$ cat src/mpz_defs.vh
`ifndef MPZ_DEFS_VH
`define MPZ_DEFS_VH
// ----------------------------------------
// register offsets (byte addresses)
// ----------------------------------------
`define MPZ_A_CTRL 8'h00
`define MPZ_A_DIFN0 8'h04
`define MPZ_A_DIFN7 8'h20
`define MPZ_A_MAXF 8'h24
`define MPZ_A_PPR 8'h28
`define MPZ_A_OFS 8'h2C
`define MPZ_A_FMIN 8'h30
`define MPZ_A_STAT 8'h34
`define MPZ_A_ERR 8'h38
`define MPZ_A_BIAS 8'h3C
`define MPZ_A_POS 8'h40
`define MPZ_A_SEC 8'h80
// ----------------------------------------
// fields, codes, resets and limits
// ----------------------------------------
`define MPZ_CTRL_MODE 0
`define MPZ_FN_SEL0 8'h02
`define MPZ_FN_SEL1 8'h03
`define MPZ_FN_SEL2 8'h04
`define MPZ_FN_SEL3 8'h05
`define MPZ_FN_HOLD 8'h2E
`define MPZ_FN_SWPOS 8'h33
`define MPZ_FN_POSEN 8'h34
`define MPZ_LIM 16'h270F
`define MPZ_BIAS_NONE 32'h0000270F
`define MPZ_MAXF_MIN 16'h0001
`define MPZ_MAXF_MAX 16'h03E8
`define MPZ_MAXF_RST 16'h01F4
`define MPZ_PPR_RST 16'h0400
`define MPZ_FMIN_RST 16'h000F
`define MPZ_OFS_RST 16'h0000
`define MPZ_FN_RST 8'h00
`endif

$ cat src/mpz_sec_mem.v
`timescale 1ns/10ps
module mpz_sec_mem (
  input wire i_clk_sys,
  input wire i_resetn,
  input wire i_ce,
  input wire [3:0] i_waddr,
  input wire i_we_hi,
  input wire i_we_lo,
  input wire [15:0] i_wdata,
  input wire [3:0] i_raddr_a,
  output reg [31:0] o_rdata_a,
  input wire [3:0] i_raddr_b,
  output reg [31:0] o_rdata_b
);
  // upper half revolutions, lower half pulses
  reg [31:0] mem [0:15];
  integer k;
  always @(posedge i_clk_sys or negedge i_resetn) begin
    if (!i_resetn) begin
      for (k = 0; k < 16; k = k + 1) begin
        mem[k] <= 32'h00000000;
      end
      o_rdata_a <= 32'h00000000;
      o_rdata_b <= 32'h00000000;
    end else if (i_ce) begin
      if (i_we_hi) begin
        mem[i_waddr][31:16] <= i_wdata;
      end
      if (i_we_lo) begin
        mem[i_waddr][15:0] <= i_wdata;
      end
      o_rdata_a <= mem[i_raddr_a];
      o_rdata_b <= mem[i_raddr_b];
    end
  end
endmodule

$ cat src/mpz_sync.v
`timescale 1ns/10ps
module mpz_sync #(
  parameter W = 1
) (
  input wire i_clk_sys,
  input wire i_resetn,
  input wire i_ce,
  input wire [W-1:0] i_async,
  output reg [W-1:0] o_level
);
  reg [W-1:0] s1_r;
  reg [W-1:0] s2_r;
  reg [W-1:0] s3_r;
  integer k;
  // first stage feeds only the second
  always @(posedge i_clk_sys or negedge i_resetn) begin
    if (!i_resetn) begin
      s1_r <= {W{1'b0}};
      s2_r <= {W{1'b0}};
      s3_r <= {W{1'b0}};
      o_level <= {W{1'b0}};
    end else if (i_ce) begin
      s1_r <= i_async;
      s2_r <= s1_r;
      s3_r <= s2_r;
      for (k = 0; k < W; k = k + 1) begin
        if (s2_r[k] == s3_r[k]) begin
          o_level[k] <= s3_r[k];
        end
      end
    end
  end
endmodule

$ cat src/mpz_top.v
`timescale 1ns/10ps
`include "mpz_defs.vh"
module mpz_top (
  input wire i_clk_sys,
  input wire i_resetn,
  input wire i_ce,
  input wire i_wb_cyc,
  input wire i_wb_stb,
  input wire i_wb_we,
  input wire [7:0] i_wb_adr,
  input wire [31:0] i_wb_dat,
  input wire [3:0] i_wb_sel,
  output reg [31:0] o_wb_dat,
  output reg o_wb_ack,
  input wire [7:0] i_di,
  input wire i_enc_a,
  input wire i_enc_b,
  input wire i_enc_z,
  input wire i_run,
  input wire [15:0] i_out_freq,
  output reg o_pos_mode,
  output reg o_multi_pos,
  output reg o_ramp_set1,
  output reg [15:0] o_max_freq,
  output reg [3:0] o_speed_sel,
  output reg [31:0] o_position_reference,
  output reg [31:0] o_pos_err,
  output reg [31:0] o_index_bias
);
  // ----------------------------------------
  // states
  // ----------------------------------------
  localparam [2:0] ST_SPEED = 3'b001;
  localparam [2:0] ST_WAITZ = 3'b010;
  localparam [2:0] ST_HOLD = 3'b100;

  reg [2:0] state_r;
  reg mode_r;
  reg [7:0] difn_r [0:7];
  reg [15:0] ppr_r;
  reg [15:0] ofs_r;
  reg [15:0] fmin_r;
  reg pend_r;
  reg [31:0] pos_cnt_r;
  reg [31:0] idx_pos_r;
  reg idx_seen_r;
  reg [31:0] origin_r;
  reg [3:0] sel_r;
  reg sec_valid_r;
  reg [31:0] target_r;
  reg [1:0] ab_prev_r;
  reg z_prev_r;
  wire [7:0] di_f;
  wire [2:0] enc_f;
  wire [31:0] mem_a;
  wire [31:0] mem_b;
  integer t;
  // separate loop index keeps t out of the clocked process
  integer ri;

  // ----------------------------------------
  // input conditioning
  // ----------------------------------------
  mpz_sync #(.W(8)) u_di_sync (
    .i_clk_sys(i_clk_sys),
    .i_resetn(i_resetn),
    .i_ce(i_ce),
    .i_async(i_di),
    .o_level(di_f)
  );

  mpz_sync #(.W(3)) u_enc_sync (
    .i_clk_sys(i_clk_sys),
    .i_resetn(i_resetn),
    .i_ce(i_ce),
    .i_async({i_enc_z, i_enc_b, i_enc_a}),
    .o_level(enc_f)
  );

  // ----------------------------------------
  // terminal function decode
  // ----------------------------------------
  reg [3:0] sel_bits;
  reg fn_hold;
  reg fn_swpos;
  reg fn_posen;
  always @* begin
    sel_bits = 4'h0;
    fn_hold = 1'b0;
    fn_swpos = 1'b0;
    fn_posen = 1'b0;
    for (t = 0; t < 8; t = t + 1) begin
      if (di_f[t]) begin
        if (difn_r[t] == `MPZ_FN_SEL0) sel_bits[0] = 1'b1;
        if (difn_r[t] == `MPZ_FN_SEL1) sel_bits[1] = 1'b1;
        if (difn_r[t] == `MPZ_FN_SEL2) sel_bits[2] = 1'b1;
        if (difn_r[t] == `MPZ_FN_SEL3) sel_bits[3] = 1'b1;
        if (difn_r[t] == `MPZ_FN_HOLD) fn_hold = 1'b1;
        if (difn_r[t] == `MPZ_FN_SWPOS) fn_swpos = 1'b1;
        if (difn_r[t] == `MPZ_FN_POSEN) fn_posen = 1'b1;
      end
    end
  end

  // ----------------------------------------
  // encoder decode
  // ----------------------------------------
  wire step = (enc_f[0] ^ ab_prev_r[0]) ^ (enc_f[1] ^ ab_prev_r[1]);
  wire up = enc_f[0] ^ ab_prev_r[1];
  wire z_rise = enc_f[2] & ~z_prev_r;
  wire below = (i_out_freq < fmin_r);
  wire [31:0] ofs_ext = {16'h0000, ofs_r};

  // ----------------------------------------
  // bus access
  // ----------------------------------------
  wire wb_req = i_wb_cyc & i_wb_stb & ~o_wb_ack;
  wire wb_wr = pend_r & i_wb_we & (i_wb_sel == 4'hF);
  wire sec_hit = (i_wb_adr >= `MPZ_A_SEC);
  wire sec_half = i_wb_adr[2];

  // clamp signed setting into +-9999
  function [15:0] clamp_lim;
    input [31:0] v;
    begin
      if ($signed(v) > $signed({16'h0000, `MPZ_LIM})) begin
        clamp_lim = `MPZ_LIM;
      end else if ($signed(v) < -$signed({16'h0000, `MPZ_LIM})) begin
        clamp_lim = 16'h0000 - `MPZ_LIM;
      end else begin
        clamp_lim = v[15:0];
      end
    end
  endfunction

  wire [15:0] sec_wdata = clamp_lim(i_wb_dat);

  mpz_sec_mem u_sec_mem (
    .i_clk_sys(i_clk_sys),
    .i_resetn(i_resetn),
    .i_ce(i_ce),
    .i_waddr(i_wb_adr[6:3]),
    .i_we_hi(wb_wr & sec_hit & ~sec_half),
    .i_we_lo(wb_wr & sec_hit & sec_half),
    .i_wdata(sec_wdata),
    .i_raddr_a(i_wb_adr[6:3]),
    .o_rdata_a(mem_a),
    .i_raddr_b(sel_r),
    .o_rdata_b(mem_b)
  );

  // ----------------------------------------
  // target and error arithmetic
  // ----------------------------------------
  // signed settings, positive means forward
  wire signed [16:0] ppr_s = {1'b0, ppr_r};
  wire signed [15:0] rev_s = mem_b[31:16];
  wire signed [32:0] rev_prod = rev_s * ppr_s;
  wire [31:0] pul_ext = {{16{mem_b[15]}}, mem_b[15:0]};
  wire [31:0] target_nxt = rev_prod[31:0] + pul_ext;
  wire use_sec = (state_r == ST_HOLD) & fn_swpos & sec_valid_r;
  // absolute: target measured from origin
  wire [31:0] ref_nxt = use_sec ? target_r : 32'h00000000;
  wire [31:0] rel_pos = pos_cnt_r - origin_r;
  wire [31:0] bias_nxt = idx_seen_r ? (pos_cnt_r - idx_pos_r) :
    `MPZ_BIAS_NONE;

  reg [31:0] rd_mux;
  always @* begin
    rd_mux = 32'h00000000;
    if (sec_hit) begin
      rd_mux = sec_half ? {{16{mem_a[15]}}, mem_a[15:0]} :
        {{16{mem_a[31]}}, mem_a[31:16]};
    end else if (i_wb_adr == `MPZ_A_CTRL) begin
      rd_mux = {31'h00000000, mode_r};
    end else if (i_wb_adr >= `MPZ_A_DIFN0 && i_wb_adr <= `MPZ_A_DIFN7) begin
      rd_mux = {24'h000000, difn_r[i_wb_adr[4:2] - 3'h1]};
    end else if (i_wb_adr == `MPZ_A_MAXF) begin
      rd_mux = {16'h0000, o_max_freq};
    end else if (i_wb_adr == `MPZ_A_PPR) begin
      rd_mux = {16'h0000, ppr_r};
    end else if (i_wb_adr == `MPZ_A_OFS) begin
      rd_mux = {16'h0000, ofs_r};
    end else if (i_wb_adr == `MPZ_A_FMIN) begin
      rd_mux = {16'h0000, fmin_r};
    end else if (i_wb_adr == `MPZ_A_STAT) begin
      rd_mux = {23'h000000, sec_valid_r, sel_r, idx_seen_r, state_r};
    end else if (i_wb_adr == `MPZ_A_ERR) begin
      rd_mux = o_pos_err;
    end else if (i_wb_adr == `MPZ_A_BIAS) begin
      rd_mux = o_index_bias;
    end else if (i_wb_adr == `MPZ_A_POS) begin
      rd_mux = pos_cnt_r;
    end
  end

  // ----------------------------------------
  // register file
  // ----------------------------------------
  always @(posedge i_clk_sys or negedge i_resetn) begin
    if (!i_resetn) begin
      pend_r <= 1'b0;
      o_wb_ack <= 1'b0;
      o_wb_dat <= 32'h00000000;
      mode_r <= 1'b0;
      o_max_freq <= `MPZ_MAXF_RST;
      ppr_r <= `MPZ_PPR_RST;
      ofs_r <= `MPZ_OFS_RST;
      fmin_r <= `MPZ_FMIN_RST;
      for (ri = 0; ri < 8; ri = ri + 1) begin
        difn_r[ri] <= `MPZ_FN_RST;
      end
    end else if (i_ce) begin
      // extra cycle lets section memory read settle
      pend_r <= wb_req & ~pend_r;
      o_wb_ack <= pend_r;
      if (pend_r) begin
        o_wb_dat <= rd_mux;
      end
      if (wb_wr && !sec_hit) begin
        if (i_wb_adr == `MPZ_A_CTRL) begin
          mode_r <= i_wb_dat[`MPZ_CTRL_MODE];
        end else if (i_wb_adr >= `MPZ_A_DIFN0 &&
                     i_wb_adr <= `MPZ_A_DIFN7) begin
          difn_r[i_wb_adr[4:2] - 3'h1] <= i_wb_dat[7:0];
        end else if (i_wb_adr == `MPZ_A_MAXF) begin
          if (i_wb_dat[15:0] < `MPZ_MAXF_MIN) begin
            o_max_freq <= `MPZ_MAXF_MIN;
          end else if (i_wb_dat[15:0] > `MPZ_MAXF_MAX ||
                       i_wb_dat[31:16] != 16'h0000) begin
            o_max_freq <= `MPZ_MAXF_MAX;
          end else begin
            o_max_freq <= i_wb_dat[15:0];
          end
        end else if (i_wb_adr == `MPZ_A_PPR) begin
          ppr_r <= i_wb_dat[15:0];
        end else if (i_wb_adr == `MPZ_A_OFS) begin
          if (i_wb_dat[15:0] > `MPZ_LIM || i_wb_dat[31:16] != 16'h0000) begin
            ofs_r <= `MPZ_LIM;
          end else begin
            ofs_r <= i_wb_dat[15:0];
          end
        end else if (i_wb_adr == `MPZ_A_FMIN) begin
          fmin_r <= i_wb_dat[15:0];
        end
      end
    end
  end

  // ----------------------------------------
  // position accumulator and index capture
  // ----------------------------------------
  always @(posedge i_clk_sys or negedge i_resetn) begin
    if (!i_resetn) begin
      ab_prev_r <= 2'b00;
      z_prev_r <= 1'b0;
      pos_cnt_r <= 32'h00000000;
      idx_pos_r <= 32'h00000000;
      idx_seen_r <= 1'b0;
    end else if (i_ce) begin
      ab_prev_r <= enc_f[1:0];
      z_prev_r <= enc_f[2];
      if (step) begin
        pos_cnt_r <= up ? pos_cnt_r + 32'h00000001 :
          pos_cnt_r - 32'h00000001;
      end
      if (z_rise) begin
        idx_pos_r <= pos_cnt_r;
        idx_seen_r <= 1'b1;
      end
    end
  end

  // ----------------------------------------
  // positioning state machine
  // ----------------------------------------
  // hold leaves only when run or hold command drops
  always @(posedge i_clk_sys or negedge i_resetn) begin
    if (!i_resetn) begin
      state_r <= ST_SPEED;
      origin_r <= 32'h00000000;
      sel_r <= 4'h0;
      sec_valid_r <= 1'b0;
      target_r <= 32'h00000000;
    end else if (i_ce) begin
      target_r <= target_nxt;
      case (state_r)
        ST_SPEED: begin
          sec_valid_r <= 1'b0;
          if (i_run && fn_hold && below) begin
            if (!mode_r) begin
              origin_r <= pos_cnt_r;
              state_r <= ST_HOLD;
            end else begin
              state_r <= ST_WAITZ;
            end
          end
        end
        ST_WAITZ: begin
          if (!i_run || !fn_hold) begin
            state_r <= ST_SPEED;
          end else if (z_rise) begin
            origin_r <= pos_cnt_r + ofs_ext;
            state_r <= ST_HOLD;
          end
        end
        ST_HOLD: begin
          if (!i_run || !fn_hold) begin
            state_r <= ST_SPEED;
            sec_valid_r <= 1'b0;
          end else if (fn_swpos && fn_posen) begin
            // code k picks section k, so no select inputs picks section 0; origin until a section is taken
            sel_r <= sel_bits;
            sec_valid_r <= 1'b1;
          end
        end
        default: begin
          state_r <= ST_SPEED;
        end
      endcase
    end
  end

  // ----------------------------------------
  // outputs
  // ----------------------------------------
  // target lags a new select by two cycles of memory and math
  always @(posedge i_clk_sys or negedge i_resetn) begin
    if (!i_resetn) begin
      o_pos_mode <= 1'b0;
      o_multi_pos <= 1'b0;
      o_ramp_set1 <= 1'b0;
      o_speed_sel <= 4'h0;
      o_position_reference <= 32'h00000000;
      o_pos_err <= 32'h00000000;
      o_index_bias <= `MPZ_BIAS_NONE;
    end else if (i_ce) begin
      o_pos_mode <= (state_r == ST_HOLD);
      o_multi_pos <= (state_r == ST_HOLD) & fn_swpos;
      o_speed_sel <= ((state_r == ST_HOLD) & fn_swpos) ? 4'h0 :
        sel_bits;
      o_ramp_set1 <= (state_r == ST_HOLD) &
        (o_pos_err != 32'h00000000);
      o_position_reference <= ref_nxt;
      o_pos_err <= ref_nxt - rel_pos;
      o_index_bias <= bias_nxt;
    end
  end
endmodule
$ cat config.mk
export PLATFORM = sky130hd
export DESIGN_NAME = mpz_top
export DESIGN_NICKNAME = d
export VERILOG_FILES = /design/src/mpz_sec_mem.v /design/src/mpz_sync.v /design/src/mpz_top.v
export VERILOG_INCLUDE_DIRS = /design/src /design/src/src
export SDC_FILE = /design/constraint.sdc
export NUM_CORES = 2
export LEC_CHECK = 0
export ABC_AREA = 1
export BUFFER_PORTS_ARGS = -buffer_cell sky130_fd_sc_hd__buf_2
export CAP_MARGIN = 15
export CORE_UTILIZATION = 23
export DETAILED_ROUTE_END_ITERATION = 8
export GPL_ROUTABILITY_DRIVEN = 0
export HOLD_SLACK_MARGIN = 0.08
export PLACE_DENSITY = 0.38
export SYNTH_ARGS = -nofsm -noshare
export SYNTH_HDL_FRONTEND = slang
export SYNTH_HIERARCHICAL = 1
export SYNTH_SLANG_ARGS = --single-unit
$ cat constraint.sdc
create_clock -name i_clk_sys -period 6 [get_ports i_clk_sys]
set_clock_uncertainty 0.1 [all_clocks]
set_input_delay 0.9 -clock i_clk_sys [delete_from_list [all_inputs] [get_ports i_clk_sys]]
set_output_delay 0.9 -clock i_clk_sys [all_outputs]
set_load 0.03 [all_outputs]
---- Word-level counts from Yosys, hierarchy flattened ----
Index checks and enable logic that the tools add are counted.
storage, ports and cells
  word-level logic and storage cells ...... 392
  input bits .............................. 78
  register bits after elaboration ......... 1026
cells by class
  bitwise operators ....................... 29
  magnitude comparators ................... 14
  equal/unequal tests ..................... 86
  add/subtract/negate cells ............... 8
  muxes and demuxes ....................... 144
  reductions and logical operators ........ 42
  $mul .................................... 1
operators with widths
  kind                                                           number
  two-way mux 512 bit                                            3
  bitwise mux 512 bit                                            2
  two-way mux 32 bit                                             24
  binary-select mux 32 bit (select 4 bit)                        2
  demux 32 bit (select 4 bit)                                    2
  == test 8 x 6 -> 1 bit (second input constant)                 31
  == test 8 x 2 -> 1 bit (second input constant)                 16
  == test 8 x 3 -> 1 bit (second input constant)                 16
  two-way mux 16 bit                                             6
  subtractor 32 bit                                              3
  two-way mux 1 bit                                              82
  bitwise mux 64 bit                                             1
  case mux 32 bit (2 select lines)                               1
  two-way mux 4 bit                                              9
  adder 32 x 1 -> 32 bit (second input constant)                 1
  adder 32 x 16 -> 32 bit                                        1
  adder 32 bit                                                   1
  > comparator 32 x 15 -> 1 bit (second input constant)          1
  less-than comparator 32 x 15 -> 1 bit (second input constant)  1
  multiplier 16 x 17 -> 32 bit                                   1
  nonzero test 32 bit                                            1
  subtractor 32 x 1 -> 32 bit (second input constant)            1
  AND reduction 2 bit                                            14
  binary-select mux 8 bit (select 3 bit)                         1
  other kinds (44)                                               103

---- Longest topological paths before layout ----
  depth in word-level cells ............... 21
  depth in mapped cells ................... 30
  gate-level depth less buffers ........... 28

---- Cells and area by module ----
The synthesis kept the hierarchy.
modules (own cells, without submodules)
  module                 times used  area each (um2)  cells each
  mpz_top                1           37713.7          5371
  mpz_sec_mem            1           31047.3          4362
  mpz_sync (u_di_sync)   1           1392.6           167
  mpz_sync (u_enc_sync)  1           525.5            62

---- Worst setup path after synthesis ----
No wires, ideal clock.
  path kind ............................... flip-flop to flip-flop
  start ................................... register ppr_r[10]
  end ..................................... register target_r[27]
  path slack .............................. 0.127 ns
  cell stages (with the launch flop) ...... 27
  buffers on the path ..................... 2
  arrival time ............................ 5.655 ns
  clock period less this slack ............ 5.873 ns
  path through ............................ dfstp_2 clkbuf_1 clkbuf_1 nand2_1 fa_1 inv_1 fa_1 inv_1 fa_1 inv_1 fa_1 inv_1 fa_1 inv_1 fa_1 ha_1 nand2_1 inv_1 a21oi_1 nand2_1 nand2_1 nand3_1 nand2_1 nand2_1 or2_2 nand3_1 nand2_1
on the way
  cells in the longest elaborated chain, start to end .. 2
ends and longest elaborated chain
  element                       RTL line       text
  start, declared               mpz_top.v:40   reg [15:0] ppr_r;
  start signal, assigned        mpz_top.v:207  ppr_r <= `MPZ_PPR_RST;
  start signal, assigned        mpz_top.v:236  ppr_r <= i_wb_dat[15:0];
  multiplier 16 x 17 -> 32 bit  mpz_top.v:158  wire signed [32:0] rev_prod = rev_s * ppr_s;
  adder 32 bit                  mpz_top.v:160  wire [31:0] target_nxt = rev_prod[31:0] + pul_ext;
  end signal, assigned          mpz_top.v:286  target_r <= target_nxt;
  end, declared                 mpz_top.v:50   reg [31:0] target_r;
Every way passes these cells.
A chain may end at the register's enable or synchronous reset.

---- Worst setup path after layout ----
  start ................................... register ppr_r[7]
  end ..................................... register target_r[27]
Same word-level chain as after synthesis.

==> flow_summary_export.csv <==
group,metric,value,unit
setup_path,critPathCaptureType,"flop",
logic_synthesis,ys_warn_count,6,
clock_network,htree_num_levels,4,
logic_synthesis,synth-edff-count,0,
clock_network,cts_tree,"yes",
sta,clock.fmax,173,MHz
route,post_drt_via_cell_ratio,4.72,
logic_synthesis,ys_seq_area_share,36.4,%
logic_synthesis,synth_xor_area_share,0.694,%
sta,finalCritPeriodShare,96.4,%
clock_network,cts_root_buf,"clkbuf_16",
setup_path,cp_cell_sequence,"buf_4, nand2_1, inv_1, fa_1, inv_1, fa_1, fa_1, fa_1, fa_1, inv_1, fa_1, ha_1, buf_4, nand2_1, o21ai_0, a21oi_1, nand3_1, nand2_1, nand2_1, or2_2, nand3_1, nand2_1",
status,status,"finished clean",
placed_design,port_buffers,229,
sta,tightest_slew,1.09,ns
logic_synthesis,synth_ff_type,"dfrtp_1",
cells_and_area,drive_gt1_share,7.98,%
die,core,306000,um^2
setup_path,crit_fanout,7,
cells_and_area,syn2layout_area_growth,14.2,%
route,wl_met1,142,mm
logic_synthesis,yosysUniqueCellTypes,55,
global_routing,grt_usage,19.8,%
clock_network,clock_latency,0.84,ns
die,die_w,556,um
cells_and_area,fin_nets,10561,
die,start_util,23.1,%
clock_network,clockBufferDepth,4,
setup_path,path_class,"reg -> reg",
placed_design,dpl-instance-area,75900,um^2
setup_path,crit_slowest_cell,"fa_1",
global_routing,grt_pass1_wl,457,mm
cells_and_area,finalInstanceArea,80700,um^2
setup_path,crit_buf_inv,5,
sta,rsz0062_at_grt,"true",
sta,hold_violations,0,
route,routed_wl,313,mm
logic_synthesis,synth_compound_area_share,10.5,%
setup_path,critPathMaxStageDelay,0.56,ns
logic_synthesis,synth_area,70700,um^2
sta,maxSlewHeadroom,27.2,%
sta,fin_crit,5.78,ns
global_routing,grt_max_degree,167,
logic_synthesis,synth-simple-area-share,31.3,%
setup_path,required,6.57,ns
global_routing,grt_pass1_vias,65237,
min_path,hold_path.class,"in -> reg",
route,drt-initial-drc-count,5958,
logic_synthesis,synth_top_family_by_area,"simple AND/OR/NAND/NOR gates",
logic_synthesis,syn_inst,9962,
logic_synthesis,synthesis.area_per_instance,7.09,um^2
route,route.vias.total,66977,
global_routing,overflow,0,
setup_path,critPathLaunchType,"flop",
route,ant_nets,0,
sta,timing.hold.ws,0.173,ns
cells_and_area,instances_no_fill,14190,
clock_network,clock-sinks,1026,
die,fp-row-count,203,
route,top_layer,"met5",
die,die_h,556,um
global_routing,antenna_found_initial,9,
route,drc,0,
clock_network,cts_buffers,142,
logic_synthesis,synth_nets,10542,
cells_and_area,finish.utilization,26.4,%
logic_synthesis,yosys_register_bits,1026,
die,io_pins,230,
route,wire_per_inst,22.0,um
sta,final_max_slew_viol_count,0,
power,leakage,38.9,nW
route,dr_wl_met2,144,mm
setup_path,crit_family,"adder cells",
clock_network,clk_pin_slew_worst_paths,0.06,ns
die,die-area,310000,um^2
logic_synthesis,async_flop_share,100,%
route,met3WireLength,16.0,mm
placed_design,dp.cells,13935,
power,power_density,358,nW/um^2
route,drt_pass1_iterations,6,
setup_path,arrival,6.35,ns
flow_run,cap_viol_max_count,0,
power,peakVddDrop,0.000188,V
sta,tns,0,ns
logic_synthesis,synth_mux_area_share,0,%
setup_path,cp_common_cell,"fa_1",
logic_synthesis,synth_adder_area_share,11.6,%
placed_design,dpl.hpwl,222,mm
sta,setup_viol,0,
## worst register-to-register path: stages, from the launching register on
cell and delay (ns):
dfrtp_1 0.50, buf_4 0.24, nand2_1 0.06, inv_1 0.06, fa_1 0.50, inv_1 0.06
fa_1 0.56, fa_1 0.44, fa_1 0.47, fa_1 0.49, inv_1 0.05, fa_1 0.48
ha_1 0.34, buf_4 0.17, nand2_1 0.07, o21ai_0 0.13, a21oi_1 0.21, nand3_1 0.16
nand2_1 0.10, nand2_1 0.07, or2_2 0.27, nand3_1 0.07, nand2_1 0.06
## synth_stat cells, types with 2 or more instances
master	count	area share, %
a22oi_1	3	0.032
a221oi_1	2	0.025
xor2_1	19	0.24
or2_2	46	0.41
nor2_1	415	2.2
inv_1	973	5.2
nand2_2	6	0.053
inv_2	16	0.085
buf_12	2	0.057
a21boi_0	5	0.053
o22ai_1	38	0.34
o211ai_1	10	0.11
ha_1	243	4.3
nor3_2	2	0.028
clkinv_1	5	0.027
xnor2_1	37	0.46
nand3_1	1049	7.4
o21ai_1	150	1.1
a21o_1	12	0.13
a21oi_1	297	2.1
o21ai_0	837	5.9
buf_2	128	0.91
buf_8	2	0.042
o21bai_1	14	0.15
nand3b_1	19	0.20
dfrtp_1	1006	36
nand2_1	3707	20
nor4_1	12	0.11
dfstp_2	20	0.74
nor3_1	63	0.45
nor3b_1	4	0.042
buf_1	26	0.14
buf_6	62	0.99
inv_6	2	0.025
a31oi_1	28	0.25
nand4_1	66	0.58
clkbuf_1	289	1.5
buf_4	55	0.58
o21a_1	16	0.17
a21oi_2	3	0.037
fa_1	259	7.3
## cells in the final DEF (no fill, tap or decap), types with 62 or more instances in the layout
master	count
ha_1	237
fa_1	259
buf_4	187
nor3_1	62
nand2_1	3695
nor2_1	410
buf_2	224
dfrtp_1	998
inv_1	969
nand3_1	1048
nand4_1	66
a21oi_1	287
clkbuf_16	144
o21ai_1	152
o21ai_0	835
## registers in the layout, indices dropped and copies added, names as in the netlist, 16 cells and up
register              flops
o_max_freq               16
pos_cnt_r                32
o_index_bias             32
u_sec_mem/o_rdata_a      32
o_pos_err                32
origin_r                 32
idx_pos_r                32
u_sec_mem/o_rdata_b      32
ofs_r                    16
target_r                 32
ppr_r                    16
u_sec_mem/mem           512
fmin_r                   16
difn_r                   64
o_wb_dat                 32
o_position_reference     32
## routing by layer
metal | vias to the layer above | GRT usage, %
met1 | 32724 | 27.0
met3 | 414 | 2.32
met2 | 2013 | 32.5
met4 | 10 | 6.07
li1 | 31816 | -
met5 | - | 0
## repair_timing
action / 4_1_cts / 5_1_grt
hold buffers: 1 / 0
buffers inserted: 0 / 1
gates resized for setup: 0 / 27
hold endpoints to repair: 42 / 0
endpoints found under the setup margin: 0 / 11
## per-stage QoR
stage	total power, mW	setup slack (ns)
after floorplan	15.7	0.127
after global placement	20.1	0.113
after detailed placement	20.1	0.133
after CTS	29.1	0.102
after global routing	30.6	-0.0282
final	28.9	0.217
## worst paths after layout
path	from	endpoint	slack, ns	depth (start not counted)
max in group asynchronous	i_resetn	u_sec_mem/mem[132]	3.73	3
setup reg to reg	ppr_r[7]	target_r[27]	0.22	22
setup / recovery	ppr_r[7]	target_r[27]	0.22	22
min in group asynchronous	i_resetn	u_sec_mem/o_rdata_b[1]	0.60	2
hold / removal	i_di[2]	u_di_sync/s1_r[2]	0.17	3
hold reg to reg	origin_r[6]	origin_r[6]	0.37	2
## cell type report
type | count | area (um^2)
diodes | 5 | 12.5
clock buffers | 205 | 4140
clock inverters | 43 | 584
fillers | 34112 | 225000
inverters | 996 | 3770
multi-input cells | 7376 | 38400
flip-flops and latches | 1026 | 25700
well taps | 4100 | 5130
repair buffers | 439 | 3030
## where the power goes
part           switching [mW]  internal [mW]
Sequential               1.23           7.71
Combinational            7.74           3.34
Clock                    3.58           5.32
Total                    12.5           16.4
## kinds of logic (layout without fill, tap and decap cells)
family,Yosys count,in the layout
xor+xnor,56,56
buf+inv,1560,1683
flops,1026,1026
other cells,0,5
compound gates,1422,1422
fa+ha+maj,502,502
simple gates,5396,5396
Power figures use the tool's default switching activity.
